$ cat src/hdl/esp_pkg.sv
`default_nettype none
package esp_pkg;
    localparam int ADDR_W = 17;
    localparam int DATA_W = 16;
    localparam int BYTES = 2;
    localparam int LOW_BYTE = 0;
    localparam int HIGH_BYTE = 1;
    localparam int CLK_PERIOD_NS = 100;
    // Least strobe width seen by the memory, rounded up to whole cycles
    localparam int STROBE_NS = 150;
    localparam int STROBE_CYC = (STROBE_NS + CLK_PERIOD_NS - 1) / CLK_PERIOD_NS;
    localparam int TIMER_W = 4;
    localparam logic [1:0] WE_IDLE = 2'h3;
    localparam logic [16:0] ADDR_RST = 17'h00000;
    localparam logic [15:0] DATA_RST = 16'h0000;

    typedef enum logic [1:0] {
        ESP_IDLE = 2'h0,
        ESP_SETUP = 2'h1,
        ESP_STROBE = 2'h3,
        ESP_HOLD = 2'h2
    } esp_state_e;
endpackage
`default_nettype wire

$ cat src/hdl/esp_strobe_timer.sv
`default_nettype none
module esp_strobe_timer #(
    parameter int CNT_W = 4
) (
    input wire logic clk_in, // Core clock
    input wire logic rst_n_in, // Async reset, active low
    input wire logic load_in, // Load count this cycle
    input wire logic [CNT_W-1:0] count_in, // Cycles left minus one
    output logic done_out // Count reached zero
);
    logic [CNT_W-1:0] cnt_q;

    always_ff @(posedge clk_in or negedge rst_n_in) begin
        if (!rst_n_in) begin
            cnt_q <= '0;
        end else if (load_in) begin
            cnt_q <= count_in;
        end else if (cnt_q != '0) begin
            cnt_q <= cnt_q - 1'b1;
        end
    end

    assign done_out = (cnt_q == '0) && !load_in;
endmodule
`default_nettype wire

$ cat src/hdl/esp_sram_port.sv
`default_nettype none
module esp_sram_port #(
    parameter int STROBE_CYC = esp_pkg::STROBE_CYC
) (
    input wire logic CORE_CLOCK_IN, // Core clock, 10 MHz
    input wire logic RESETN_IN, // Async reset, active low
    input wire logic REQ_VALID_IN, // Access request
    input wire logic REQ_WRITE_IN, // 1 write, 0 read
    input wire logic [esp_pkg::ADDR_W-1:0] REQ_ADDR_IN, // Word address
    input wire logic [esp_pkg::DATA_W-1:0] REQ_WDATA_IN, // Write data
    input wire logic [esp_pkg::BYTES-1:0] REQ_BE_IN, // Byte enables for writes
    output logic REQ_READY_OUT, // Request taken when high with valid
    output logic RD_VALID_OUT, // Read data valid pulse
    output logic [esp_pkg::DATA_W-1:0] RD_DATA_OUT, // Read data
    output logic [esp_pkg::ADDR_W-1:0] MEM_ADDR_OUT, // Memory address
    output logic MEM_ADDR_OE_OUT, // Address bus driven
    input wire logic [esp_pkg::DATA_W-1:0] MEM_DATA_IN, // Data bus level
    output logic [esp_pkg::DATA_W-1:0] MEM_DATA_OUT, // Data bus drive value
    output logic MEM_DATA_OE_OUT, // Data bus driven
    output logic MEM_OE_N_OUT, // Memory output enable, active low
    output logic [esp_pkg::BYTES-1:0] MEM_WE_N_OUT, // Byte write strobes, active low
    output logic MEM_CS_N_OUT // Chip select, active low
);
    esp_pkg::esp_state_e state_q, state_d;
    logic wr_q;
    logic [esp_pkg::BYTES-1:0] be_q;
    logic take;
    logic timer_load;
    logic timer_done;

    assign take = REQ_VALID_IN && REQ_READY_OUT && (state_q == esp_pkg::ESP_IDLE);
    assign timer_load = (state_q == esp_pkg::ESP_SETUP);

    esp_strobe_timer #(
        .CNT_W(esp_pkg::TIMER_W)
    ) u_timer (
        .clk_in(CORE_CLOCK_IN),
        .rst_n_in(RESETN_IN),
        .load_in(timer_load),
        .count_in(esp_pkg::TIMER_W'(STROBE_CYC - 1)),
        .done_out(timer_done)
    );

    always_comb begin
        state_d = state_q;
        case (state_q)
            esp_pkg::ESP_IDLE: begin
                if (take) begin
                    state_d = esp_pkg::ESP_SETUP;
                end
            end
            esp_pkg::ESP_SETUP: begin
                state_d = esp_pkg::ESP_STROBE;
            end
            esp_pkg::ESP_STROBE: begin
                if (timer_done) begin
                    state_d = esp_pkg::ESP_HOLD;
                end
            end
            esp_pkg::ESP_HOLD: begin
                state_d = esp_pkg::ESP_IDLE;
            end
            default: begin
                state_d = esp_pkg::ESP_IDLE;
            end
        endcase
    end

    always_ff @(posedge CORE_CLOCK_IN or negedge RESETN_IN) begin
        if (!RESETN_IN) begin
            state_q <= esp_pkg::ESP_IDLE;
        end else begin
            state_q <= state_d;
        end
    end

    // Ready is registered so the request path never sees a combinational loop
    always_ff @(posedge CORE_CLOCK_IN or negedge RESETN_IN) begin
        if (!RESETN_IN) begin
            REQ_READY_OUT <= 1'b0;
        end else begin
            REQ_READY_OUT <= (state_d == esp_pkg::ESP_IDLE);
        end
    end

    always_ff @(posedge CORE_CLOCK_IN or negedge RESETN_IN) begin
        if (!RESETN_IN) begin
            wr_q <= 1'b0;
            be_q <= '0;
        end else if (take) begin
            wr_q <= REQ_WRITE_IN;
            be_q <= REQ_BE_IN;
        end
    end

    // Address is held for the whole access so it is stable under every strobe
    always_ff @(posedge CORE_CLOCK_IN or negedge RESETN_IN) begin
        if (!RESETN_IN) begin
            MEM_ADDR_OUT <= esp_pkg::ADDR_RST;
            MEM_ADDR_OE_OUT <= 1'b0;
        end else if (take) begin
            MEM_ADDR_OUT <= REQ_ADDR_IN;
            MEM_ADDR_OE_OUT <= 1'b1;
        end else if (state_d == esp_pkg::ESP_IDLE) begin
            MEM_ADDR_OE_OUT <= 1'b0;
        end
    end

    always_ff @(posedge CORE_CLOCK_IN or negedge RESETN_IN) begin
        if (!RESETN_IN) begin
            MEM_CS_N_OUT <= 1'b1;
        end else begin
            MEM_CS_N_OUT <= !(state_d == esp_pkg::ESP_SETUP
                || state_d == esp_pkg::ESP_STROBE);
        end
    end

    // Write data stays driven through HOLD so it outlasts the strobe edge
    always_ff @(posedge CORE_CLOCK_IN or negedge RESETN_IN) begin
        if (!RESETN_IN) begin
            MEM_DATA_OUT <= esp_pkg::DATA_RST;
            MEM_DATA_OE_OUT <= 1'b0;
        end else if (take) begin
            MEM_DATA_OUT <= REQ_WDATA_IN;
            MEM_DATA_OE_OUT <= REQ_WRITE_IN;
        end else if (state_d == esp_pkg::ESP_IDLE) begin
            MEM_DATA_OE_OUT <= 1'b0;
        end
    end

    always_ff @(posedge CORE_CLOCK_IN or negedge RESETN_IN) begin
        if (!RESETN_IN) begin
            MEM_WE_N_OUT <= esp_pkg::WE_IDLE;
        end else if (state_d == esp_pkg::ESP_STROBE && wr_q) begin
            MEM_WE_N_OUT[esp_pkg::LOW_BYTE] <= !be_q[esp_pkg::LOW_BYTE];
            MEM_WE_N_OUT[esp_pkg::HIGH_BYTE] <= !be_q[esp_pkg::HIGH_BYTE];
        end else begin
            MEM_WE_N_OUT <= esp_pkg::WE_IDLE;
        end
    end

    // SETUP of a read leaves the data bus undriven for a cycle before OE falls
    always_ff @(posedge CORE_CLOCK_IN or negedge RESETN_IN) begin
        if (!RESETN_IN) begin
            MEM_OE_N_OUT <= 1'b1;
        end else begin
            MEM_OE_N_OUT <= !(state_d == esp_pkg::ESP_STROBE && !wr_q);
        end
    end

    always_ff @(posedge CORE_CLOCK_IN or negedge RESETN_IN) begin
        if (!RESETN_IN) begin
            RD_DATA_OUT <= esp_pkg::DATA_RST;
            RD_VALID_OUT <= 1'b0;
        end else begin
            RD_VALID_OUT <= 1'b0;
            if (state_q == esp_pkg::ESP_STROBE && timer_done && !wr_q) begin
                RD_DATA_OUT <= MEM_DATA_IN;
                RD_VALID_OUT <= 1'b1;
            end
        end
    end
endmodule
`default_nettype wire

$ cat config.mk
export PLATFORM = sky130hd
export DESIGN_NAME = esp_sram_port
export DESIGN_NICKNAME = d
export VERILOG_FILES = /design/src/hdl/esp_pkg.sv /design/src/hdl/esp_strobe_timer.sv /design/src/hdl/esp_sram_port.sv
export SDC_FILE = /design/constraint.sdc
export NUM_CORES = 1
export LEC_CHECK = 0
export ABC_AREA = 0
export BUFFER_PORTS_ARGS = -buffer_cell sky130_fd_sc_hd__buf_4
export CAP_MARGIN = 20
export CORE_MARGIN = 2
export CORE_UTILIZATION = 46
export CTS_CLUSTER_SIZE = 28
export DETAILED_ROUTE_END_ITERATION = 8
export PLACE_DENSITY = 0.74
export SLEW_MARGIN = 20
export SYNTH_ARGS = -nofsm -noshare
export SYNTH_HDL_FRONTEND = slang
export SYNTH_SLANG_ARGS = --single-unit
$ cat constraint.sdc
create_clock -name CORE_CLOCK_IN -period 2.2 [get_ports CORE_CLOCK_IN]
set_input_delay 0.11 -clock CORE_CLOCK_IN [delete_from_list [all_inputs] [get_ports CORE_CLOCK_IN]]
set_output_delay 0.11 -clock CORE_CLOCK_IN [all_outputs]
set_load 0.05 [all_outputs]
# After elaboration in Yosys (flattened, before gate mapping)

Index checks and enable logic that the tools add are counted.

$add $sub $neg: 1
Eq/ne operators: 5
Multiplexer cells: 10
Reductions and logical operators: 20

Operators with widths:

| kind                                             | count |
|---|---|
| two-way mux 4 bit                                | 2 |
| case mux 2 bit (4 select lines)                  | 1 |
| logical AND 1 bit                                | 7 |
| == test 2 bit, second input constant             | 3 |
| logical NOT 1 bit                                | 6 |
| two-way mux 2 bit                                | 3 |
| == test 2 x 1 -> 1 bit, second input constant    | 2 |
| logical NOT 2 bit                                | 2 |
| logical NOT 4 bit                                | 1 |
| two-way mux 1 bit                                | 4 |
| nonzero test 2 bit                               | 2 |
| nonzero test 4 bit                               | 1 |
| subtractor 4 x 1 -> 4 bit, second input constant | 1 |
| logical OR 1 bit                                 | 1 |

Flip-flop bits (word level): 66
Bits of input ports: 55
Output and inout bits: 57
Word-level logic and storage cells: 50

# Depth between registers and ports, before layout

Gate-level depths: netlist of the first run.

Depth in word-level cells: 8
Gate-level depth with buffers: 6
Mapped depth without buffers: 5

# By module

From an unflattened synthesis of the first run, not the netlist that was laid out.

Cell total of the unflattened synthesis: 165
Area total of the unflattened synthesis: 2,573.7 µm²

Modules (own cells, without submodules):

| module           | times used | cells an instance | area each (µm²) | sequential area each (µm²) |
|---|---|---|---|---|
| esp_sram_port    | 1          | 139               | 2,326.0         | 1,556.5 |
| esp_strobe_timer | 1          | 26                | 247.7           | 100.1 |

# Worst setup path before layout of the first run

OpenSTA, ideal clock, no wires.

Kind: reg-to-reg
Start point: register u_timer.cnt_q[0]
End point: register RD_DATA_OUT[10] (netlist name)
Library setup time: 0.125 ns
Arrival: 1.570 ns
Data required time: 2.075 ns
Slack: 0.504 ns
Stages on the path, launching flop included: 7
Cells stage by stage: dfrtp_1 inv_1 ha_1 nor3b_4 nand4b_4 buf_6 mux2_4

Cells in the longest elaborated chain, start to end: 4

RTL lines:

| what                            | RTL line               | text |
|---|---|---|
| from (decl)                     | esp_strobe_timer.sv:11 | `logic [CNT_W-1:0] cnt_q;` |
| from (signal assigned)          | esp_strobe_timer.sv:17 | `cnt_q <= count_in;` |
| from (signal assigned)          | esp_strobe_timer.sv:19 | `cnt_q <= cnt_q - 1'b1;` |
| logical NOT 4 bit               | esp_strobe_timer.sv:23 | `assign done_out = (cnt_q == '0) && !load_in;` |
| logical AND 1 bit               | esp_strobe_timer.sv:23 |  |
| logical AND 1 bit (2 in series) | esp_sram_port.sv:157   | `if (state_q == esp_pkg::ESP_STROBE && timer_done && !wr_q) begin` |
| to (signal assigned)            | esp_sram_port.sv:153   | `RD_DATA_OUT <= esp_pkg::DATA_RST;` |
| to (decl)                       | esp_sram_port.sv:14    | `output logic [esp_pkg::DATA_W-1:0] RD_DATA_OUT,` |

Every way passes these cells.
A chain may end at the register's enable or synchronous reset.

# Worst setup path in the final report of the first run

Start point: register u_timer.cnt_q[0]
End point: register RD_DATA_OUT[12] (netlist name)

Same word-level chain as after synthesis.

==> results of run 1 <==
-- routing by layer --
layer,share of wire,global-route usage,up-vias
li1,-,-,867
met4,0.026,0.0930,0
met1,0.39,0.227,896
met3,0.062,0.0632,14
met2,0.52,0.358,74
met5,0,0,-
-- cell families after synthesis --
group | Yosys count | share of synthesized area
AO/OA/AOI/OAI | 4 | 0.0124
buffers and inverters | 10 | 0.0203
flip-flops | 66 | 0.654
AND/OR/NAND/NOR | 19 | 0.0519
adder cells (fa/ha/maj) | 1 | 0.00494
multiplexers | 54 | 0.253
XOR/XNOR | 1 | 0.00346
-- final cells by class --
cell class / instances / area share
Multi-Input combinational cell: 79 / 0.199
Inverter: 3 / 0.00270
Tap cell: 72 / 0.0216
Timing Repair Buffer: 162 / 0.320
Clock inverter: 6 / 0.0270
Sequential cell: 66 / 0.397
Clock buffer: 10 / 0.0329
-- worst max-delay path: cells and delay by family (launching register included) --
kind | cells | cell delay [ps]
buffers and inverters | 1 | 80
and+or+nand+nor | 2 | 670
muxes | 1 | 420
adders and majority gates | 1 | 230
DFF | 1 | 370
-- flip-flops by register name (all words and copies together) (netlist names) --
signal / count
RD_DATA_OUT: 16
RD_VALID_OUT: 1
wr_q: 1
MEM_DATA_OUT: 16
MEM_ADDR_OE_OUT: 1
MEM_OE_N_OUT: 1
MEM_ADDR_OUT: 17
be_q: 2
state_q: 2
MEM_CS_N_OUT: 1
u_timer.cnt_q: 4
MEM_WE_N_OUT: 2
MEM_DATA_OE_OUT: 1
REQ_READY_OUT: 1
-- per-stage QoR --
step	cells	power [mW]
3_5_place_dp	333	6.03
5_1_grt	398	7.64
6_report	398	7.34
4_1_cts	398	7.36
2_1_floorplan	155	4.88
3_3_place_gp	333	5.97
-- cells in the final DEF, fill, tap and decap left out, types with 2 or more instances in the layout --
| master | count |
|---|---|
| buf_4 | 113 |
| dfrtp_1 | 62 |
| mux2_4 | 9 |
| dfstp_2 | 4 |
| nor2_1 | 6 |
| nand3_1 | 2 |
| nand2_1 | 2 |
| clkbuf_8 | 10 |
| bufinv_16 | 3 |
| nand2b_1 | 2 |
| mux2_2 | 41 |
| mux2_1 | 3 |
| dlygate4sd3_1 | 49 |
| inv_1 | 3 |
-- Yosys cell counts, drive strengths merged --
master  number
nor2         6
a22o         1
mux2i        1
dfstp        4
or2          1
ha           1
nor3         2
buf          6
mux2        53
nor3b        1
dfrtp       62
inv          3
clkbuf       1
nand3        2
nor2b        1
a21o         1
a211oi       1
nand2b       2
nand2        2
xnor2        1
a21boi       1
nand4b       1
or3b         1
-- power groups by stage --
stage | combinational (mW) | clock (mW) | sequential, mW
6_report | 3.88 | 1.24 | 2.22
5_1_grt | 4.04 | 1.31 | 2.29
4_1_cts | 3.88 | 1.27 | 2.21
3_5_place_dp | 3.81 | 0 | 2.22
3_3_place_gp | 3.77 | 0 | 2.21
2_1_floorplan | 0.910 | 0 | 3.97
-- how the worst max path moves through the flow --
stage                           end  slack, ps  depth (start not counted)
floorplan           RD_DATA_OUT[10]        500                          6
global placement    RD_DATA_OUT[13]        360                          5
detailed placement  RD_DATA_OUT[12]        310                          5
CTS                 RD_DATA_OUT[12]        300                          5
global route        RD_DATA_OUT[12]        190                          5
finish              RD_DATA_OUT[12]        310                          5
==> flow_metrics.env, run 1 <==
export IMPL_first_iter_violations=36
export IMPL_outcome="completed"
export IMPL_setup_ws_ps=311
export IMPL_worstHoldStart="REQ_WDATA_IN[5]"
export IMPL_postCtsSetupRepairBufs=0
export IMPL_whs_ps=20.0
export IMPL_cts_resized=0
export IMPL_holdPathStages=2
export IMPL_cts_max_path_buffers=2
export IMPL_synth_cell_area_sq_mm=0.00253
export IMPL_finalCriticalPeriod_ps=1890
export IMPL_clk_latency_ps=330
export IMPL_viasPerCell=4.65
export IMPL_vias=1851
export IMPL_r2r_start="u_timer.cnt_q[0]"
export IMPL_hold_viol=0
export IMPL_p_sw_mw=3.31
export IMPL_setup_tns_ps=0
export IMPL_first_pass_iters=4
export IMPL_yosys_top_cells_area="dfrtp_1 (61%), mux2_2 (18%), mux2_4 (5.3%)"
export IMPL_ys_types=27
export IMPL_crit_type="reg -> reg"
export IMPL_drive_gt1_frac=0.577
export IMPL_antenna_found_initial=0
export IMPL_num_fill_cells=342
export IMPL_timing_final_crit_share=0.859
export IMPL_reg2reg_depth=5
export IMPL_synthToLayoutAreaGrowth_pct=65.0
export IMPL_utilization=0.773
export IMPL_cts_hold_buffers=49
export IMPL_yosysTopAreaCellShare=0.613
export IMPL_critPathLaunchType="flop"
export IMPL_finalWirelength_mm=5.84
export IMPL_final_nets=377
export IMPL_drtAntennaViolNets=0
export IMPL_final_cell_area_sq_mm=0.00418
export IMPL_gp_congestion=0.748
export IMPL_end_kind="flop"
export IMPL_drc=0
export IMPL_fin_skew_ps=9.61
export IMPL_synth_area_leader_cell="dfrtp_1"
export IMPL_worstSetupStartpoint="u_timer.cnt_q[0]"
export IMPL_p_comb_frac=0.528
export IMPL_critPathArrivalTime_ps=2110
export IMPL_power_density_mw_per_mm2=1760
export IMPL_drv_slew=0
export IMPL_avgSynthCellArea_sq_um=16.3
export IMPL_core_sq_mm=0.00541
export IMPL_numPortBuffers=111
export IMPL_grt_max_degree=67
export IMPL_initial_utilization=0.469
export IMPL_die_w_microns=78.2
export IMPL_crit_path_cell_trace="inv_1 -> ha_1 -> nor3b_4 -> nand4b_4 -> mux2_4"
export IMPL_fp_dieH_microns=78.2
export IMPL_placed_area_sq_mm=0.00344
export IMPL_multiInputGateArea_sq_um=831
export IMPL_pwr_share_clk=0.169
export IMPL_cts_buffers=9
export IMPL_grt_pass1_wl_mm=9.45
export IMPL_critPathSlowestCell="mux2_4"
export IMPL_crit_required_ps=2420
export IMPL_r2r_end="RD_DATA_OUT[12]"
export IMPL_rrSetupSlack_ps=310
export IMPL_tightest_slew_ps=796
export IMPL_h_tree_depth=3
export IMPL_die_area_sq_mm=0.00611
export IMPL_register_area_sq_mm=0.00166
export IMPL_setup_viol=0
export IMPL_ys_warn_count=0
export IMPL_cap_violations=0
export IMPL_worstPathMaxFanout=17
export IMPL_ioPinCount=112
export IMPL_root_buffer="clkbuf_8"
export IMPL_p_sw_frac=0.451
export IMPL_fmax_mhz=529
export IMPL_clock_sinks=66
export IMPL_maxSlewHeadroom=0.469
export IMPL_diodes=0
export IMPL_overflow=0
export IMPL_critPathMaxStageDelay_ps=420
export IMPL_seq_power_share=0.303
export IMPL_ir_drop_v=0.00124
export IMPL_cts_tree="built"
export IMPL_rows=27
export IMPL_cellLeakagePower_nw=2.03
export IMPL_ys_ff_latch=66
export IMPL_place_hpwl_mm=3.63
export IMPL_synthCells=155
export IMPL_hp_class="in -> reg"
export IMPL_grt_pass1_vias=2075
export IMPL_clk_pin_slew_ps=70
export IMPL_holdPathEnd="MEM_DATA_OUT[5]"
export IMPL_grt_use_total=0.204
export IMPL_internal_power_mw=4.03
export IMPL_place_ws_ps=310
export IMPL_syn_num_nets=211
export IMPL_wl_per_cell_microns=14.7
export IMPL_ys_seq_area_frac=0.654
export IMPL_rsz0062_at_grt="false"
No activity file was read; power rests on OpenSTA's default activity.
==> inputs of run 2 (changes only) <==
--- a/config.mk
+++ b/config.mk
@@ -13,6 +13,7 @@
 export CTS_CLUSTER_SIZE = 28
 export DETAILED_ROUTE_END_ITERATION = 8
 export PLACE_DENSITY = 0.74
+export SETUP_SLACK_MARGIN = 0.2
 export SLEW_MARGIN = 20
 export SYNTH_ARGS = -nofsm -noshare
 export SYNTH_HDL_FRONTEND = slang
==> constraint.sdc (replaced) <==
create_clock -name CORE_CLOCK_IN -period 2.2 [get_ports CORE_CLOCK_IN]
set_input_delay 0.11 -clock CORE_CLOCK_IN [delete_from_list [all_inputs] [get_ports CORE_CLOCK_IN]]
set_output_delay 0.11 -clock CORE_CLOCK_IN [all_outputs]
set_load 0.02 [all_outputs]
==> run 2 against run 1 <==
Critical path depth unchanged. Global-route usage unchanged. Utilization increased by 0.37 points. Clock-buffer cell count unchanged. Critical endpoint is now state_q[0]. Largest cell class unchanged. Largest power group unchanged.
==> flow_metrics.env, run 2 (synthesis results as in run 1) <==
export IMPL_outcome="completed"
export IMPL_clk_pin_slew_ps=60
export IMPL_crit_type="reg -> reg"
export IMPL_worstPathMaxFanout=5
export IMPL_cts_resized=0
export IMPL_reg_largest_list="MEM_ADDR_OUT (17), MEM_DATA_OUT (16), RD_DATA_OUT (16)"
export IMPL_drv_slew=0
export IMPL_gp_congestion=0.748
export IMPL_largest_reg_flops=17
export IMPL_crit_required_ps=2410
export IMPL_crit_path_cell_trace="inv_1 -> ha_1 -> nor3b_4 -> a21boi_0 -> or2_2"
export IMPL_holdPathStages=2
export IMPL_first_pass_iters=4
export IMPL_numPortBuffers=111
export IMPL_synthToLayoutAreaGrowth_pct=65.8
export IMPL_clk_latency_ps=330
export IMPL_fin_skew_ps=9.61
export IMPL_rsz0062_at_grt="false"
export IMPL_diodes=0
export IMPL_fp_dieH_microns=78.2
export IMPL_rows=27
export IMPL_fmax_mhz=584
export IMPL_first_iter_violations=32
export IMPL_place_ws_ps=310
export IMPL_cap_violations=0
export IMPL_setup_ws_ps=487
export IMPL_place_hpwl_mm=3.63
export IMPL_grt_use_total=0.204
export IMPL_worstHoldStart="REQ_WDATA_IN[5]"
export IMPL_cts_tree="built"
export IMPL_cts_max_path_buffers=2
export IMPL_setup_viol=0
export IMPL_die_w_microns=78.2
export IMPL_timing_final_crit_share=0.779
export IMPL_finalCriticalPeriod_ps=1710
export IMPL_hp_class="in -> reg"
export IMPL_root_buffer="clkbuf_8"
export IMPL_hold_viol=0
export IMPL_r2r_end="state_q[0]"
export IMPL_initial_utilization=0.469
export IMPL_critPathArrivalTime_ps=1920
export IMPL_finalWirelength_mm=5.84
export IMPL_overflow=0
export IMPL_cp_num_buf_inv=1
export IMPL_crit_family="simple AND/OR/NAND/NOR gates"
export IMPL_ir_drop_v=0.000904
export IMPL_clock_sinks=66
export IMPL_drtAntennaViolNets=0
export IMPL_grt_pass1_wl_mm=9.45
export IMPL_pwr_share_clk=0.202
export IMPL_ioPinCount=112
export IMPL_critPathMaxStageDelay_ps=370
export IMPL_tightest_slew_ps=797
export IMPL_wl_per_cell_microns=14.6
export IMPL_critPathLaunchType="flop"
export IMPL_placed_cells=333
export IMPL_drc=0
export IMPL_p_sw_mw=2.12
export IMPL_maxSlewHeadroom=0.469
export IMPL_p_comb_frac=0.435
export IMPL_setup_tns_ps=0
export IMPL_internal_power_mw=4.02
export IMPL_grt_max_degree=67
export IMPL_viasPerCell=4.65
export IMPL_die_area_sq_mm=0.00611
export IMPL_final_nets=378
export IMPL_final_common_cell="buf_4"
export IMPL_regMostFlops="MEM_ADDR_OUT"
export IMPL_end_kind="flop"
export IMPL_r2r_start="u_timer.cnt_q[0]"
export IMPL_cellLeakagePower_nw=2.04
export IMPL_final_cells=399
export IMPL_vias=1854
export IMPL_critPathSlowestCell="dfrtp_1"
export IMPL_reg2reg_depth=5
export IMPL_p_sw_frac=0.345
export IMPL_h_tree_depth=3
export IMPL_mostFrequentLayoutCells="buf_4 (113), dfrtp_1 (62), dlygate4sd3_1 (49)"
export IMPL_rrSetupSlack_ps=490
export IMPL_holdPathEnd="MEM_DATA_OUT[5]"
export IMPL_drive_gt1_frac=0.578
export IMPL_cts_buffers=9
export IMPL_power_density_mw_per_mm2=1460
export IMPL_core_sq_mm=0.00541
export IMPL_grt_pass1_vias=2075
export IMPL_seq_power_share=0.362
export IMPL_antenna_found_initial=0
-- run 2: metal layers --
metal | track usage | part of all wire
met2 | 0.358 | 0.52
met5 | 0 | 0
met3 | 0.0632 | 0.062
met1 | 0.227 | 0.39
met4 | 0.0930 | 0.026
-- run 2: timing repair --
item | in CTS | in global routing
hold buffers | 49 | 0
buffers inserted | 0 | 1
endpoints found under the setup margin | 0 | 8
hold endpoints to repair | 110 | 0
-- run 2: area by class of cell --
type / instances / area, sq um
Timing Repair Buffer: 163 / 1360
Multi-Input combinational cell: 79 / 831
Clock inverter: 6 / 113
Clock buffer: 10 / 138
Fill cell: 340 / 1210
Inverter: 3 / 11.3
Tap cell: 72 / 90.1
Sequential cell: 66 / 1660
-- run 2: metrics by stage --
step           cell area [sq um]   util  hold WS, ps  total power [mW]
6_report                    4200  0.777         19.7              6.13
3_5_place_dp                3440  0.636          254              4.81
3_3_place_gp                3440  0.636          259              4.75
2_1_floorplan               2530      -         -186              3.70
5_1_grt                     4200  0.777        0.665              6.44
4_1_cts                     4180  0.773        0.348              6.15
-- run 2: worst max path at each step --
| stage | from | to | depth (start not counted) |
|---|---|---|---|
| floorplan | u_timer.cnt_q[0] | RD_DATA_OUT[10] | 6 |
| global placement | u_timer.cnt_q[0] | RD_DATA_OUT[13] | 5 |
| detailed placement | u_timer.cnt_q[0] | RD_DATA_OUT[12] | 5 |
| CTS | u_timer.cnt_q[0] | RD_DATA_OUT[12] | 5 |
| global route | u_timer.cnt_q[0] | state_q[0] | 5 |
| finish | u_timer.cnt_q[0] | state_q[0] | 5 |
-- run 2: power groups by stage --
| stage | Combinational, mW | Clock [mW] | Sequential (mW) |
|---|---|---|---|
| floorplan | 0.908 | 0 | 2.79 |
| global placement | 2.55 | 0 | 2.21 |
| detailed placement | 2.59 | 0 | 2.22 |
| CTS | 2.66 | 1.27 | 2.21 |
| global route | 2.83 | 1.31 | 2.29 |
| finish | 2.67 | 1.24 | 2.22 |
==> inputs of run 3 (changes only) <==
--- a/config.mk
+++ b/config.mk
@@ -5,14 +5,14 @@
 export SDC_FILE = /design/constraint.sdc
 export NUM_CORES = 1
 export LEC_CHECK = 0
-export ABC_AREA = 0
+export ABC_AREA = 1
 export BUFFER_PORTS_ARGS = -buffer_cell sky130_fd_sc_hd__buf_4
 export CAP_MARGIN = 20
 export CORE_MARGIN = 2
-export CORE_UTILIZATION = 46
+export CORE_UTILIZATION = 42
 export CTS_CLUSTER_SIZE = 28
 export DETAILED_ROUTE_END_ITERATION = 8
-export PLACE_DENSITY = 0.74
+export PLACE_DENSITY = 0.71
 export SETUP_SLACK_MARGIN = 0.2
 export SLEW_MARGIN = 20
 export SYNTH_ARGS = -nofsm -noshare
==> constraint.sdc (replaced) <==
create_clock -name CORE_CLOCK_IN -period 1.4 [get_ports CORE_CLOCK_IN]
set_input_delay 0.07 -clock CORE_CLOCK_IN [delete_from_list [all_inputs] [get_ports CORE_CLOCK_IN]]
set_output_delay 0.07 -clock CORE_CLOCK_IN [all_outputs]
set_load 0.02 [all_outputs]
==> run 3 against run 2 <==
Via count grew 40%. Clock power grew 27%. Non-clock buffer count grew 19. Critical path depth grew 3. Hold slack gained 17 ps. Utilization shrank 2.1 points. Maximum frequency grew 27%.
==> flow_metrics.env, run 3 <==
export IMPL_outcome="completed"
export IMPL_synth_compound_area_frac=0.00957
export IMPL_power_density_mw_per_mm2=2210
export IMPL_crit_type="reg -> reg"
export IMPL_clock_sinks=66
export IMPL_reg_largest_list="MEM_ADDR_OUT (17), MEM_DATA_OUT (16), RD_DATA_OUT (16)"
export IMPL_crit_path_cell_trace="inv_2 -> ha_4 -> nand2_4 -> nor2_4 -> buf_12 -> nand3_4 -> nand2_2 -> nand2_2"
export IMPL_yosys_top_cells_area="dfrtp_1 (59%), nand2_1 (22%), nand4_1 (4.5%)"
export IMPL_clk_latency_ps=340
export IMPL_drive_gt1_frac=0.374
export IMPL_end_kind="flop"
export IMPL_yosysTopAreaCellShare=0.593
export IMPL_tightest_slew_ps=286
export IMPL_finalWirelength_mm=7.80
export IMPL_finalCriticalPeriod_ps=1350
export IMPL_diodes=0
export IMPL_synth_commonest_cells="nand2_1 (150), dfrtp_1 (62), nand4_1 (19), buf_4 (7), inv_1 (7)"
export IMPL_synth_cell_area_sq_mm=0.00262
export IMPL_ir_drop_v=0.00124
export IMPL_ys_ff_latch=66
export IMPL_synthToLayoutAreaGrowth_pct=72.2
export IMPL_final_cells=538
export IMPL_initial_utilization=0.439
export IMPL_num_fill_cells=414
export IMPL_numPortBuffers=111
export IMPL_place_hpwl_mm=4.52
export IMPL_hp_class="in -> reg"
export IMPL_synthAdderAreaFrac=0.00478
export IMPL_grt_max_degree=32
export IMPL_synthCells=277
export IMPL_ioPinCount=112
export IMPL_synth_area_leader_cell="dfrtp_1"
export IMPL_grt_use_total=0.227
export IMPL_die_area_sq_mm=0.00687
export IMPL_timing_final_crit_share=0.965
export IMPL_rows=28
export IMPL_core_sq_mm=0.00596
export IMPL_synth_top_family_by_area="simple AND/OR/NAND/NOR gates"
export IMPL_crit_required_ps=1620
export IMPL_cts_tree="built"
export IMPL_drv_slew=0
export IMPL_p_total_mw=9.94
export IMPL_regMostFlops="MEM_ADDR_OUT"
export IMPL_placed_cells=459
export IMPL_maxSlewHeadroom=0.809
export IMPL_cap_violations=0
export IMPL_critPathMaxStageDelay_ps=400
export IMPL_drc=0
export IMPL_async_reset_ff_frac=1.00
export IMPL_setup_viol=0
export IMPL_synth_xor_area_frac=0
export IMPL_ys_seq_area_frac=0.633
export IMPL_cpMostUsedCell="nand2_2"
export IMPL_fmax_mhz=740
export IMPL_viasPerCell=4.83
export IMPL_synth_simple_area_share=0.301
export IMPL_vias=2597
export IMPL_holdPathStages=3
export IMPL_antenna_found_initial=0
export IMPL_ys_types=23
export IMPL_fp_dieH_microns=82.9
export IMPL_largest_reg_flops=17
export IMPL_grt_pass1_vias=2689
export IMPL_synth_edf_count=0
export IMPL_h_tree_depth=3
export IMPL_clk_pin_slew_ps=70
export IMPL_critPathSlowestCell="dfrtp_1"
export IMPL_critPathLaunchType="flop"
export IMPL_critPathArrivalTime_ps=1570
export IMPL_muxShareOfSynthArea=0
export IMPL_rrSetupSlack_ps=50
export IMPL_cts_max_path_buffers=2
export IMPL_first_pass_iters=4
export IMPL_die_w_microns=82.9
export IMPL_gp_congestion=0.796
export IMPL_grt_pass1_wl_mm=12.5
export IMPL_drtAntennaViolNets=0
export IMPL_hold_viol=0
export IMPL_synth_ff_type="dfrtp_1"
export IMPL_rsz0062_at_grt="true"
export IMPL_first_iter_violations=121
export IMPL_fin_skew_ps=7.44
export IMPL_overflow=0
export IMPL_root_buffer="clkbuf_8"
export IMPL_r2r_start="u_timer.cnt_q[1]"
export IMPL_reg2reg_depth=8
export IMPL_worstHoldStart="MEM_DATA_IN[2]"
export IMPL_mostFrequentLayoutCells="nand2_1 (142), buf_4 (120), dfrtp_1 (61)"
export IMPL_ys_warn_count=0
export IMPL_wl_per_cell_microns=14.5
export IMPL_cts_buffers=9
export IMPL_cellLeakagePower_nw=2.37
export IMPL_synth_most_common_cell="nand2_1"
export IMPL_worstPathMaxFanout=7
export IMPL_avgSynthCellArea_sq_um=9.44
export IMPL_syn_num_nets=333
export IMPL_final_nets=514
export IMPL_worstSetupStartpoint="u_timer.cnt_q[1]"
export IMPL_final_common_cell="nand2_1"
run 3: layout make-up:
type,count,area [sq um],area share
Clock inverter,2,35.0,0.00778
Multi-Input combinational cell,190,911,0.202
Timing Repair Buffer,182,1610,0.357
Tap cell,75,93.8,0.0208
Clock buffer,14,163,0.0361
Inverter,9,36.3,0.00806
Sequential cell,66,1660,0.368
run 3: cells by family (layout without fill, tap and decap cells):
family          after synthesis  after routing
simple gates                182            184
flops                        66             66
buf+inv                      23            207
compound gates                5              5
fa+ha+maj                     1              1
run 3: power breakdown:
part	internal, mW	switching [mW]
logic	2.18	2.76
registers	2.82	0.596
clock network	0.920	0.663
total	5.92	4.02
run 3: repair_timing:
item | in CTS | in global routing
resized for setup | 13 | 15
hold buffers | 51 | 0
buffers inserted | 3 | 5
pin swaps | 2 | 3
cloned | 2 | 2
endpoints found under the setup margin | 57 | 63
hold endpoints to repair | 116 | 0
run 3: stage by stage:
| step | cell area [sq um] | setup slack, ps | utilization | hold WS [ps] | setup TNS [ps] |
|---|---|---|---|---|---|
| final | 4500 | 49.3 | 0.756 | 36.8 | 0 |
| after global routing | 4500 | -36.1 | 0.756 | 36.8 | -70.5 |
| after CTS | 4370 | 116 | 0.733 | 1.19 | 0 |
| after detailed placement | 3550 | 39.8 | 0.596 | -38.1 | 0 |
| after global placement | 3550 | 128 | 0.596 | -38.1 | 0 |
| after floorplan | 2640 | 71.8 | - | -226 | 0 |
run 3: path summary, 6_finish.rpt:
kind | to
worst max-delay path | RD_DATA_OUT[5]
worst min-delay path | RD_DATA_OUT[2]
max in group asynchronous | state_q[0]
worst min register to register | MEM_WE_N_OUT[1]
worst max register to register | RD_DATA_OUT[5]
min in group asynchronous | u_timer.cnt_q[2]
run 3: per-layer routing:
metal | GRT usage | up-vias | wire length, microns
li1 | - | 1237 | -
met1 | 0.257 | 1244 | 3040
met2 | 0.403 | 98 | 4140
met3 | 0.0586 | 18 | 476
met4 | 0.0939 | 0 | 150
met5 | 0 | - | 0
run 3: worst max-delay path: cells and delay by family, from the launching register on:
family | cells | cell delay [ps]
and+or+nand+nor | 5 | 470
buffers and inverters | 2 | 240
DFF | 1 | 400
adders and majority gates | 1 | 140
